==> config.mk <==
export PLATFORM = sky130hd
export DESIGN_NAME = mux_system_option_control
export DESIGN_NICKNAME = d
export VERILOG_FILES = /design/src/core/sysopt_pkg.sv /design/src/core/chan_ctl.sv /design/src/core/mux_system_option_control.sv
export SDC_FILE = /design/constraint.sdc
export NUM_CORES = 1
export LEC_CHECK = 0
export ABC_AREA = 1
export BUFFER_PORTS_ARGS = -buffer_cell sky130_fd_sc_hd__clkbuf_2
export CAP_MARGIN = 20
export CORE_MARGIN = 3
export CORE_UTILIZATION = 45
export DETAILED_ROUTE_END_ITERATION = 6
export GPL_TIMING_DRIVEN = 0
export PLACE_DENSITY_LB_ADDON = 0.3
export SYNTH_ARGS = -nofsm -noshare
export SYNTH_HDL_FRONTEND = slang
export SYNTH_SLANG_ARGS = --single-unit
export TNS_END_PERCENT = 100
==> constraint.sdc <==
create_clock -name sys_clk -period 32.9 [get_ports sys_clk]
set_clock_uncertainty 0.15 [all_clocks]
set_input_delay 6.58 -clock sys_clk [delete_from_list [all_inputs] [get_ports sys_clk]]
set_output_delay 6.58 -clock sys_clk [all_outputs]
set_load 0.02 [all_outputs]
==> src/core/sysopt_pkg.sv <==
// constants, types and settings shared by the option control block
// assumes a single 40 mhz system clock and a plain register port
//
// Behaviour
// - each unit primary or secondary, default primary
// - one validity flag per unit, default valid
// - invalid unit adopts valid peer set, becomes valid
// - both valid but differing: secondary adopts primary
// - mismatch pairs blink ready and block data
// - role, name, speed, clock settings stay local
// - exchange starts on every reset or reinit
// - full reset on power, test command, switch
// - reinit on setting change, restart, minute link loss
// - idle timeout 1 to 255 minutes, default 20
// - idle timeout only with channel enable set
// - shared char format, default eight bits none
// - shared stop bits 1, 1.5, 2, default 1
// - system signal policy used where channel none
// - dial values make channel run modem handshake
// - dial star lets modem place outgoing calls
// - assert drives carrier, dsr, cts, forwards nothing
// - assert star drops signals briefly on disconnect
// - pass relays modem signal transitions across
// - escape one or two codes 00-1f, default 1c1c
// - escape on async/switched enters command mode
// - escape needs terminal and echo enables set
package sysopt_pkg;
   // register indices on the plain port
   localparam logic [3:0] reg_ctrl      = 4'h0;  // role, validity, format, policy
   localparam logic [3:0] reg_timeout   = 4'h1;  // idle minutes
   localparam logic [3:0] reg_escape    = 4'h2;  // escape characters
   localparam logic [3:0] reg_command   = 4'h3;  // restart, test, exchange
   localparam logic [3:0] reg_status    = 4'h4;  // state flags
   localparam logic [3:0] reg_chan_cfg  = 4'h5;  // per channel enables
   localparam logic [3:0] reg_chan_sig  = 4'h6;  // per channel signal setting
   localparam logic [3:0] reg_link      = 4'h7;  // link speed
   localparam logic [3:0] reg_shared    = 4'h8;  // exchanged parameter word
   // control field positions
   localparam int ctrl_role_bit  = 0;
   localparam int ctrl_valid_bit = 1;
   localparam int ctrl_bits_lo   = 2;
   localparam int ctrl_par_lo    = 4;
   localparam int ctrl_stop_lo   = 6;
   localparam int ctrl_pol_bit   = 8;
   localparam int ctrl_star_bit  = 9;
   // encodings, limits and reset values
   localparam logic        role_primary  = 1'b1;
   localparam logic        flag_valid    = 1'b1;
   localparam logic [1:0]  bits_eight    = 2'h3;
   localparam logic [1:0]  par_none      = 2'h0;
   localparam logic [1:0]  par_odd       = 2'h1;
   localparam logic [1:0]  par_even      = 2'h2;
   localparam logic [1:0]  stop_one      = 2'h0;
   localparam logic [1:0]  stop_one_half = 2'h1;
   localparam logic [1:0]  stop_two      = 2'h2;
   localparam logic        pol_assert    = 1'b0;
   localparam logic        pol_pass      = 1'b1;
   localparam logic [7:0]  timeout_def   = 8'h14;
   localparam logic [7:0]  timeout_min   = 8'h01;
   localparam logic [4:0]  escape_def    = 5'h1c;
   localparam logic [4:0]  escape_max    = 5'h1f;
   // channel signal settings
   localparam logic [2:0]  sig_none      = 3'h0;
   localparam logic [2:0]  sig_pass      = 3'h1;
   localparam logic [2:0]  sig_assert    = 3'h2;
   localparam logic [2:0]  sig_assert_st = 3'h3;
   localparam logic [2:0]  sig_dial      = 3'h4;
   localparam logic [2:0]  sig_dial_st   = 3'h5;
   // channel types
   localparam logic [1:0]  ch_async      = 2'h0;
   localparam logic [1:0]  ch_switched   = 2'h1;
   localparam logic [1:0]  ch_sync       = 2'h2;
   localparam logic [1:0]  ch_block      = 2'h3;
   // timing
   localparam longint clk_hz        = 40000000;
   localparam longint minute_s      = 60;
   localparam longint minute_cycles = clk_hz * minute_s;
   localparam int     drop_ns       = 1000;
   localparam int     drop_cycles   = (drop_ns + 24) / 25;
   // exchange sequencer states
   typedef enum logic [4:0] {
      st_idle = 5'b00001,
      st_send = 5'b00010,
      st_wait = 5'b00100,
      st_fail = 5'b01000,
      st_run  = 5'b10000
   } xchg_state_t;
endpackage : sysopt_pkg

==> src/core/chan_ctl.sv <==
// per channel idle timer, escape matcher and modem signal policy
// assumes minute tick and data strobes on sys_clk, modem inputs synchronised
`timescale 1ns/10ps
`default_nettype none
module chan_ctl
   import sysopt_pkg::*;
(
   // clock and reset
   input  wire logic       sys_clk,
   input  wire logic       sys_rst,
   // settings
   input  wire logic [1:0] chan_type,
   input  wire logic [2:0] chan_sig,
   input  wire logic       sys_pol,
   input  wire logic       idle_en,
   input  wire logic       term_en,
   input  wire logic       echo_en,
   input  wire logic [7:0] timeout_min_cnt,
   input  wire logic [4:0] esc_a,
   input  wire logic [4:0] esc_b,
   input  wire logic       esc_two,
   // data and events
   input  wire logic       minute_tick,
   input  wire logic       char_strobe,
   input  wire logic [7:0] char_data,
   input  wire logic       data_allowed,
   input  wire logic       far_sigs,
   // results
   output logic            idle_disc,
   output logic            cmd_enter,
   output logic            sig_out,
   output logic            dial_handshake,
   output logic            dial_out_ok
);
   logic [7:0] idle_cnt;       // minutes without data
   logic       esc_half;       // first escape char seen
   logic [5:0] drop_cnt;       // brief drop timer
   logic [2:0] eff_sig;        // effective signal setting
   logic       switched;

   assign switched = (chan_type == ch_switched);
   // system policy where channel says none
   always_comb
   begin
      if (chan_sig == sig_none)
         eff_sig = (sys_pol == pol_pass) ? sig_pass : sig_assert;
      else
         eff_sig = chan_sig;
   end

   // idle minute counter
   always_ff @(posedge sys_clk or posedge sys_rst)
   begin
      if (sys_rst)
      begin
         idle_cnt  <= 8'h00;
         idle_disc <= 1'b0;
      end
      else
      begin
         idle_disc <= 1'b0;
         if (char_strobe || !switched || !idle_en)
            idle_cnt <= 8'h00;
         else if (minute_tick)
         begin
            if (idle_cnt + 8'h01 >= timeout_min_cnt)
            begin
               idle_disc <= 1'b1;
               idle_cnt  <= 8'h00;
            end
            else
               idle_cnt <= idle_cnt + 8'h01;
         end
      end
   end

   // escape recognition
   always_ff @(posedge sys_clk or posedge sys_rst)
   begin
      if (sys_rst)
      begin
         esc_half  <= 1'b0;
         cmd_enter <= 1'b0;
      end
      else
      begin
         cmd_enter <= 1'b0;
         if (char_strobe && term_en && echo_en && data_allowed
             && (chan_type == ch_async || switched))
         begin
            if (esc_two && esc_half && char_data == {3'h0, esc_b})
            begin
               cmd_enter <= 1'b1;
               esc_half  <= 1'b0;
            end
            else if (char_data == {3'h0, esc_a})
            begin
               cmd_enter <= !esc_two;
               esc_half  <= esc_two;
            end
            else
               esc_half <= 1'b0;
         end
      end
   end

   // modem signal output
   always_ff @(posedge sys_clk or posedge sys_rst)
   begin
      if (sys_rst)
      begin
         drop_cnt       <= 6'h00;
         sig_out        <= 1'b0;
         dial_handshake <= 1'b0;
         dial_out_ok    <= 1'b0;
      end
      else
      begin
         dial_handshake <= (eff_sig == sig_dial) || (eff_sig == sig_dial_st);
         dial_out_ok    <= (eff_sig == sig_dial_st);
         if (idle_disc && eff_sig == sig_assert_st)
            drop_cnt <= 6'(drop_cycles);
         else if (drop_cnt != 6'h00)
            drop_cnt <= drop_cnt - 6'h01;
         case (eff_sig)
            sig_pass:      sig_out <= far_sigs;
            sig_assert:    sig_out <= 1'b1;
            sig_assert_st: sig_out <= (drop_cnt == 6'h00);
            default:       sig_out <= far_sigs;
         endcase
      end
   end
endmodule // chan_ctl
`default_nettype wire

==> src/core/mux_system_option_control.sv <==
// system option control: roles, parameter exchange, reinit and channels
// assumes a peer link of strobed words and pin inputs needing sync
`timescale 1ns/10ps
`default_nettype none
module mux_system_option_control
   import sysopt_pkg::*;
#(
   parameter int     CHANNELS      = 4,
   parameter longint MINUTE_CYCLES = minute_cycles
)
(
   // clock and reset
   input  wire logic                sys_clk,
   input  wire logic                sys_rst,
   // register port
   input  wire logic [3:0]          reg_addr,
   input  wire logic [31:0]         reg_wdata,
   input  wire logic                reg_wr,
   input  wire logic                reg_rd,
   output logic      [31:0]         reg_rdata,
   // pins
   input  wire logic                system_reset_switch,
   input  wire logic                link_up,
   // peer link words
   input  wire logic                peer_strobe,
   input  wire logic                peer_role,
   input  wire logic                peer_valid,
   input  wire logic [31:0]         peer_params,
   output logic                     tx_strobe,
   output logic                     tx_role,
   output logic                     tx_valid,
   output logic      [31:0]         tx_params,
   // channel data
   input  wire logic [CHANNELS-1:0] char_strobe,
   input  wire logic [7:0]          char_data,
   input  wire logic [CHANNELS-1:0] far_sigs,
   // status and channel outputs
   output logic                     ready_led,
   output logic                     data_enable,
   output logic                     full_diag,
   output logic [CHANNELS-1:0]      idle_disc,
   output logic [CHANNELS-1:0]      cmd_enter,
   output logic [CHANNELS-1:0]      sig_out,
   output logic [CHANNELS-1:0]      dial_handshake,
   output logic [CHANNELS-1:0]      dial_out_ok
);
   // local settings
   logic        role;          // primary when high
   logic        cfg_valid;     // parameter set valid
   logic [1:0]  link_speed;    // local link settings
   logic [31:0] shared;        // exchanged parameter word
   logic [7:0]  timeout;       // idle minutes
   logic [9:0]  esc_cfg;       // two escape chars
   logic        esc_two;       // two-char sequence
   logic [CHANNELS-1:0] idle_en, term_en, echo_en;
   logic [CHANNELS*2-1:0] ch_type;
   logic [CHANNELS*3-1:0] ch_sig;
   // sync, timers, sequencer
   logic [1:0]  sw_sync, link_sync;
   logic        sw_prev;
   logic [31:0] minute_cnt;
   logic        minute_tick;
   logic [7:0]  lost_min;
   logic        reinit;        // start exchange
   xchg_state_t state;
   logic [23:0] blink_cnt;
   logic        cmd_wr, setting_change;

   assign cmd_wr = reg_wr && reg_addr == reg_command;
   assign setting_change = reg_wr && ((reg_addr == reg_ctrl &&
      (reg_wdata[ctrl_role_bit] != role || reg_wdata[ctrl_valid_bit] != cfg_valid))
      || reg_addr == reg_link);

   // pin synchronisers
   always_ff @(posedge sys_clk or posedge sys_rst)
   begin
      if (sys_rst)
      begin
         sw_sync   <= 2'h0;
         link_sync <= 2'h0;
         sw_prev   <= 1'b0;
      end
      else
      begin
         sw_sync   <= {sw_sync[0], system_reset_switch};
         link_sync <= {link_sync[0], link_up};
         sw_prev   <= sw_sync[1];
      end
   end

   // minute tick from system clock
   always_ff @(posedge sys_clk or posedge sys_rst)
   begin
      if (sys_rst)
      begin
         minute_cnt  <= 32'h0;
         minute_tick <= 1'b0;
      end
      else if (minute_cnt == 32'(MINUTE_CYCLES - 1))
      begin
         minute_cnt  <= 32'h0;
         minute_tick <= 1'b1;
      end
      else
      begin
         minute_cnt  <= minute_cnt + 32'h1;
         minute_tick <= 1'b0;
      end
   end

   // full reset and reinit requests
   always_ff @(posedge sys_clk or posedge sys_rst)
   begin
      if (sys_rst)
      begin
         full_diag <= 1'b1;  // power application
         reinit    <= 1'b1;
         lost_min  <= 8'h00;
      end
      else
      begin
         full_diag <= (sw_sync[1] && !sw_prev)
            || (cmd_wr && reg_wdata[1]);
         reinit    <= (sw_sync[1] && !sw_prev) || (cmd_wr && reg_wdata[1:0] != 2'h0)
            || setting_change || (lost_min == 8'h01 && minute_tick);
         if (link_sync[1])
            lost_min <= 8'h00;
         else if (minute_tick && lost_min != 8'hff)
            lost_min <= lost_min + 8'h01;
      end
   end

   // register writes and exchange adoption
   always_ff @(posedge sys_clk or posedge sys_rst)
   begin
      if (sys_rst)
      begin
         role       <= role_primary;
         cfg_valid  <= flag_valid;
         link_speed <= 2'h0;
         shared     <= {22'h0, 1'b0, pol_assert, stop_one, par_none, bits_eight, 2'h0};
         timeout    <= timeout_def;
         esc_cfg    <= {escape_def, escape_def};
         esc_two    <= 1'b1;
         idle_en    <= '0;
         term_en    <= '0;
         echo_en    <= '0;
         ch_type    <= '0;
         ch_sig     <= '0;
      end
      else if (state == st_wait && peer_strobe)
      begin
         // role, link speed and name kept local
         if ((!cfg_valid && peer_valid) ||
             (cfg_valid && peer_valid && !role && peer_role && peer_params != shared))
         begin
            shared    <= peer_params;
            cfg_valid <= 1'b1;
         end
      end
      else if (reg_wr)
      begin
         case (reg_addr)
            reg_ctrl:
            begin
               role      <= reg_wdata[ctrl_role_bit];
               cfg_valid <= reg_wdata[ctrl_valid_bit];
               shared[9:2] <= {reg_wdata[ctrl_star_bit], reg_wdata[ctrl_pol_bit],
                  reg_wdata[ctrl_stop_lo +: 2] == 2'h3 ? stop_two : reg_wdata[ctrl_stop_lo +: 2],
                  reg_wdata[ctrl_par_lo +: 2] == 2'h3 ? par_none : reg_wdata[ctrl_par_lo +: 2],
                  reg_wdata[ctrl_bits_lo +: 2]};
            end
            reg_timeout: timeout <= (reg_wdata[7:0] < timeout_min) ? timeout_min : reg_wdata[7:0];
            reg_escape:
            begin
               esc_cfg <= {reg_wdata[12:8], reg_wdata[4:0]};
               esc_two <= reg_wdata[16];
            end
            reg_chan_cfg:
            begin
               idle_en <= reg_wdata[CHANNELS-1:0];
               term_en <= reg_wdata[8 +: CHANNELS];
               echo_en <= reg_wdata[16 +: CHANNELS];
               ch_type <= reg_wdata[24 +: CHANNELS*2];
            end
            reg_chan_sig: ch_sig <= reg_wdata[CHANNELS*3-1:0];
            reg_link:     link_speed <= reg_wdata[1:0];
            reg_shared:   shared[31:10] <= reg_wdata[31:10];
            default:      ;
         endcase
      end
   end

   // exchange sequencer
   always_ff @(posedge sys_clk or posedge sys_rst)
   begin
      if (sys_rst)
         state <= st_idle;
      else if (reinit)
         state <= st_send;
      else
      begin
         case (state)
            st_idle: state <= st_idle;
            st_send: state <= st_wait;
            st_wait:
               if (peer_strobe)
               begin
                  if ((!cfg_valid && !peer_valid) || role == peer_role)
                     state <= st_fail;
                  else
                     state <= st_run;
               end
            st_fail: state <= st_fail;  // held until reinit restarts the exchange
            st_run:  state <= st_run;
            default: state <= st_idle;
         endcase
      end
   end

   // link words toward peer
   always_ff @(posedge sys_clk or posedge sys_rst)
   begin
      if (sys_rst)
      begin
         tx_strobe <= 1'b0;
         tx_role   <= role_primary;
         tx_valid  <= flag_valid;
         tx_params <= 32'h0;
      end
      else
      begin
         tx_strobe <= (state == st_send);
         tx_role   <= role;
         tx_valid  <= cfg_valid;
         tx_params <= shared;
      end
   end

   // ready indicator and data gate
   always_ff @(posedge sys_clk or posedge sys_rst)
   begin
      if (sys_rst)
      begin
         blink_cnt   <= 24'h0;
         ready_led   <= 1'b0;
         data_enable <= 1'b0;
      end
      else
      begin
         blink_cnt   <= blink_cnt + 24'h1;
         data_enable <= (state == st_run);
         ready_led   <= (state == st_fail) ? blink_cnt[23] : (state == st_run);
      end
   end

   // register read
   always_ff @(posedge sys_clk or posedge sys_rst)
   begin
      if (sys_rst)
         reg_rdata <= 32'h0;
      else if (reg_rd)
      begin
         case (reg_addr)
            reg_ctrl:     reg_rdata <= {22'h0, shared[9:2], cfg_valid, role};
            reg_timeout:  reg_rdata <= {24'h0, timeout};
            reg_escape:   reg_rdata <= {15'h0, esc_two, 3'h0, esc_cfg[9:5], 3'h0, esc_cfg[4:0]};
            reg_status:   reg_rdata <= {16'h0, lost_min, 3'h0, state};
            reg_chan_cfg: reg_rdata <= 32'({ch_type, 8'(echo_en), 8'(term_en), 8'(idle_en)});
            reg_chan_sig: reg_rdata <= 32'(ch_sig);
            reg_link:     reg_rdata <= {30'h0, link_speed};
            reg_shared:   reg_rdata <= shared;
            default:      reg_rdata <= 32'h0;
         endcase
      end
      else
         reg_rdata <= 32'h0;
   end

   // per channel logic
   genvar g;
   generate
      for (g = 0; g < CHANNELS; g++)
      begin : g_chan
         chan_ctl u_chan (
            .sys_clk         (sys_clk),
            .sys_rst         (sys_rst),
            .chan_type       (ch_type[2*g +: 2]),
            .chan_sig        (ch_sig[3*g +: 3]),
            .sys_pol         (shared[ctrl_pol_bit]),
            .idle_en         (idle_en[g]),
            .term_en         (term_en[g]),
            .echo_en         (echo_en[g]),
            .timeout_min_cnt (timeout),
            .esc_a           (esc_cfg[4:0]),
            .esc_b           (esc_cfg[9:5]),
            .esc_two         (esc_two),
            .minute_tick     (minute_tick),
            .char_strobe     (char_strobe[g]),
            .char_data       (char_data),
            .data_allowed    (data_enable),
            .far_sigs        (far_sigs[g]),
            .idle_disc       (idle_disc[g]),
            .cmd_enter       (cmd_enter[g]),
            .sig_out         (sig_out[g]),
            .dial_handshake  (dial_handshake[g]),
            .dial_out_ok     (dial_out_ok[g])
         );
      end
   endgenerate
endmodule // mux_system_option_control
`default_nettype wire

---- Yosys cells after proc, flatten, opt, wreduce, memory -nomap -nowiden ----
Index checks and enable logic that the tools add are counted.
Widths: inputs -> output; s select.
word-level totals
  register bits after elaboration ......... 313
cells by class
  add/subtract/negate cells ............... 11
  equal/unequal tests ..................... 45
  reduce and logical (&&, ||, !) cells .... 119
  bitwise operators ....................... 1
  mux-type cells .......................... 78
  magnitude comparators ................... 5
operators by type and width
  cell                   number
  $pmux 32 s8            1
  $mux 8                 16
  $mux 32                3
  $mux 30                2
  $mux 6                 8
  $logic_and 1x1->1      43
  $add 8x1->8 const B    5
  $add 32x1->32 const B  1
  $eq 32x32->1 const B   1
  $ge 8x8->1             4
  $mux 1                 32
  $ne 32x32->1           1
  $reduce_bool 2->1      13
  $add 24x1->24 const B  1
  $eq 3x2->1 const B     8
  $eq 3x3->1 const B     8
  $logic_not 6->1        4
  $logic_or 1x1->1       24
  $reduce_and 3->1       8
  $reduce_bool 6->1      4
  $sub 6x1->6 const B    4
  $mux 22                1
  $pmux 5 s4             1
  $eq 4x3->1 const B     4
  27 further kinds       62

---- Depth between registers and ports, before layout ----
  depth after elaboration ................. 7
  mapped depth ............................ 15

---- Hierarchy ----
From an unflattened synthesis, not the netlist that was laid out.
unflattened totals
  cell total of the unflattened synthesis .. 2070
  area, all modules ....................... 16663.5 um2
modules (own cells, without submodules)
  module                     cells an instance  instances  area each (um2)  seq. area each (um2)
  mux_system_option_control  1206               1          10667.7          5853.1
  chan_ctl                   216                4          1498.9           500.5

---- Worst setup path before layout ----
Ideal clock, no wire load.
  path kind ............................... input to register
  start ................................... input reg_addr[3]
  end ..................................... register esc_cfg[0]
  path buffers ............................ 2
  setup time .............................. 0.127 ns
  data arrival time ....................... 7.594 ns
  data required time ...................... 32.623 ns
  path slack .............................. 25.029 ns
  stages on the path ...................... 8
  path through ............................ buf_4 > nor2_1 > nand2_2 > inv_2 > nand2_1 > buf_2 > nand2_1 > o21ai_0
between the ends
  longest elaborated chain between the ends .. 2
ends and longest elaborated chain
  what                        line                              RTL
  from (decl)                 mux_system_option_control.sv:16   input wire logic [3:0] reg_addr,
  $eq 4x2->1                  mux_system_option_control.sv:163  case (reg_addr)
  $reduce_and 3->1 (no line)  --
  to (signal assigned)        mux_system_option_control.sv:143  esc_cfg <= {escape_def, escape_def};
  to (signal assigned)        mux_system_option_control.sv:176  esc_cfg <= {reg_wdata[12:8], reg_wdata[4:0]};
  to (decl)                   mux_system_option_control.sv:53   logic [9:0] esc_cfg;
Every way passes these cells.
A chain may end at the register's enable or synchronous reset.

---- Worst setup path in the final report ----
  start ................................... input reg_rd
  end ..................................... register reg_rdata[25]
between the ends
  longest elaborated chain between the ends .. 1
ends and longest elaborated chain
  what                  line                              RTL
  from (decl)           mux_system_option_control.sv:19   input wire logic reg_rd,
  $mux 32               mux_system_option_control.sv:262  else if (reg_rd)
  to (signal assigned)  mux_system_option_control.sv:265  reg_ctrl: reg_rdata <= {22'h0, shared[9:2], cfg_valid, role};
  to (signal assigned)  mux_system_option_control.sv:266  reg_timeout: reg_rdata <= {24'h0, timeout};
  to (signal assigned)  mux_system_option_control.sv:267  reg_escape: reg_rdata <= {15'h0, esc_two, 3'h0, esc_cfg[9:5], 3'h0, esc_cfg[4:0]};
  to (decl)             mux_system_option_control.sv:20   output logic [31:0] reg_rdata,
Every way passes these cells.

==> run metrics <==
outcome=finished, final reports clean; first-pass GRT wire length=70,900 µm; Final Slew Violations=0; PortBufs=180; unrepaired setup endpoints after global routing=no; core area=34,500 µm²; # rows=68; CP max stage cell=clkbuf_1; setup ws final=24,760 ps; die area=37,400 µm²; EDFF count, synth=0; Worst Path Buf+Inv=3; Core Util, Final=53.8%; Avg Inst Size Synth=8.72 µm²; gr ovfl total=0; number of global-route vias before repair=13,253; type of the most critical hold path=reg2reg; Die Y=193 µm; Final Wtd Congestion=0.919; final hold vios=0; Tot GR Track Use=23.4%; initial antenna violation count=13; Inserted Clock Buffers=36; critical path type=in2reg; cts hold-fix bufs=0; commonest non-fill, non-tap cells in the layout=nand2_1, dfrtp_1, inv_1; Worst EP required=33,170 ps; CTS resizes=0; Achievable Freq=0.123 GHz; mapped cell area=15,800 µm²; largest net degree at the start of global routing=113; register bit total from synthesis=313; Synth area leaders=dfrtp_1, nand2_1, inv_1; Max-slew headroom=48.7%; Initial Util=45.8%; synthesized instance count=1,812; max cap viols=0; CP arrival=8410 ps; Post-DRT Antenna Nets=0; Vias=13,332; Setup Fix Bufs, Post-CTS=0; initial DRC count=1,096; Chip Width=193 µm; Slew @ Worst Pin=770 ps; CP Cell Sequence=clkbuf_1 > clkinv_1 > clkbuf_1 > a21oi_1; DRC Markers=0; asr flop ratio synth=100%; top cell type's share of synthesized area=46.7%; Post-Route Setup TNS=0 ps; Total Power=1.06 mW; drt total wl=44,300 µm; pre-CTS WS=24,320 ps; CTS tree=done; clock tree buffer depth=3; DR vias/cell=5.28; P_leak=9.59 nW; Worst Setup End Kind=flip-flop; routed length per instance=17.6 µm; area delta synth->final=17.6%; Syn. warnings=0; PD cells=56.9 nW/µm²; commonest non-fill, non-tap cell in the layout=nand2_1; Clock transition at path regs=50 ps; NumNets Final=2,169; share of cells above drive strength 1=18.4%; Final Cycle Share=24.8%; endpoints failing setup=0; sequential share of the synthesized area=49.7%; Peak VDD IR=0.0437 mV; CTS Root Cell=clkbuf_16; area leader, netlist=dfrtp_1; CP Max Fanout=10; CP most frequent cell=clkbuf_1; IO Count=183; clock sink count=313; Startpoint Class=input pin; synthesized net count=1,949; Slowest Stage Delay on Critical Path=560 ps; CP delay by family, top=buffers and inverters; library cells used by synthesis=60; fin crit period=8140 ps; dpl hpwl=33,300 µm; Clk Latency, worst-skew pair=530 ps; dominant synthesized flop cell=dfrtp_1; number of H-tree levels=2; 1st-pass router iterations=7
-- layer usage --
layer | share of wire (%) | global-route usage, % | vias to the layer above
met1 | 43 | 31.6 | 6434
li1 | - | - | 6347
met5 | 0.047 | 0 | -
met4 | 3.7 | 9.88 | 4
met3 | 7.1 | 5.26 | 104
met2 | 46 | 36.6 | 443
-- path summary, 6_finish.rpt --
path | start | to | slack [ps] | depth (start not counted)
max reg2reg | g_chan[2].u_chan.idle_cnt[0]$_DFFE_PP0P_ | g_chan[2].u_chan.idle_cnt[5]$_DFFE_PP0P_ | 30190 | 12
min | sw_sync[0]$_DFF_PP0_ | sw_sync[1]$_DFF_PP0_ | 210 | 0
min reg2reg | sw_sync[0]$_DFF_PP0_ | sw_sync[1]$_DFF_PP0_ | 210 | 0
max in group asynchronous | sys_rst | g_chan[3].u_chan.esc_half$_DFFE_PP0P_ | 25550 | 3
min in group asynchronous | sys_rst | reg_rdata[1]$_DFF_PP0_ | 6030 | 2
max | reg_rd | reg_rdata[25]$_DFF_PP0_ | 24760 | 4
-- synthesized netlist by cell type (10+ instances only) --
cell type  number
nand4_1        31
nor2_1        128
buf_2          12
inv_2          10
xnor2_1        37
nand3_1       174
inv_1         258
dfrtp_1       295
clkbuf_1       15
o21ai_1        12
ha_1           44
a21oi_1        58
o21ai_0        84
dfstp_2        18
buf_4          24
nand2_1       354
o22ai_1        26
xor2_1         57
nor3_1         32
-- logic make-up (layout without fill, tap and decap cells) --
| family | after synthesis | in the layout | share of synthesized area [%] |
|---|---|---|---|
| other cells | 0 | 11 | 0 |
| mux | 7 | 7 | 0.467 |
| buf+inv | 329 | 574 | 8.69 |
| flops | 313 | 313 | 49.7 |
| fa+ha+maj | 44 | 44 | 3.48 |
| simple gates | 794 | 794 | 24.0 |
| xor+xnor | 94 | 94 | 5.21 |
| compound gates | 231 | 231 | 8.42 |
-- through the flow --
stage	instance area, µm²	hold WS (ps)	cells
2_1_floorplan	15800	181	1812
3_3_place_gp	17300	191	2447
3_5_place_dp	17300	195	2449
4_1_cts	18600	208	2512
5_1_grt	18600	226	2520
6_report	18600	209	2523
-- state kept, by name (all words and copies together), names as in the netlist, 5 cells and up --
register	flops
g_chan.u_chan.idle_cnt	32
minute_cnt	32
reg_rdata	32
shared	32
tx_params	32
blink_cnt	24
g_chan.u_chan.drop_cnt	24
ch_sig	12
esc_cfg	10
ch_type	8
lost_min	8
timeout	8
state	5
-- power breakdown --
part | internal, mW | switching (mW) | leakage (nW)
clock network | 0.247 | 0.159 | 0.605
logic | 0.0611 | 0.113 | 4.90
registers | 0.435 | 0.0420 | 4.08
-- layout make-up --
| type | count | area [µm²] |
|---|---|---|
| diodes | 11 | 27.5 |
| multi-input cells | 1170 | 6580 |
| flip-flops and latches | 313 | 7860 |
| repair buffers | 182 | 956 |
| inverters | 270 | 1020 |
| well taps | 455 | 569 |
| clock inverters | 12 | 128 |
| plain buffers | 59 | 358 |
| clock buffers | 51 | 1090 |
| fillers | 3222 | 16000 |
(Power assumes the default switching activity.)
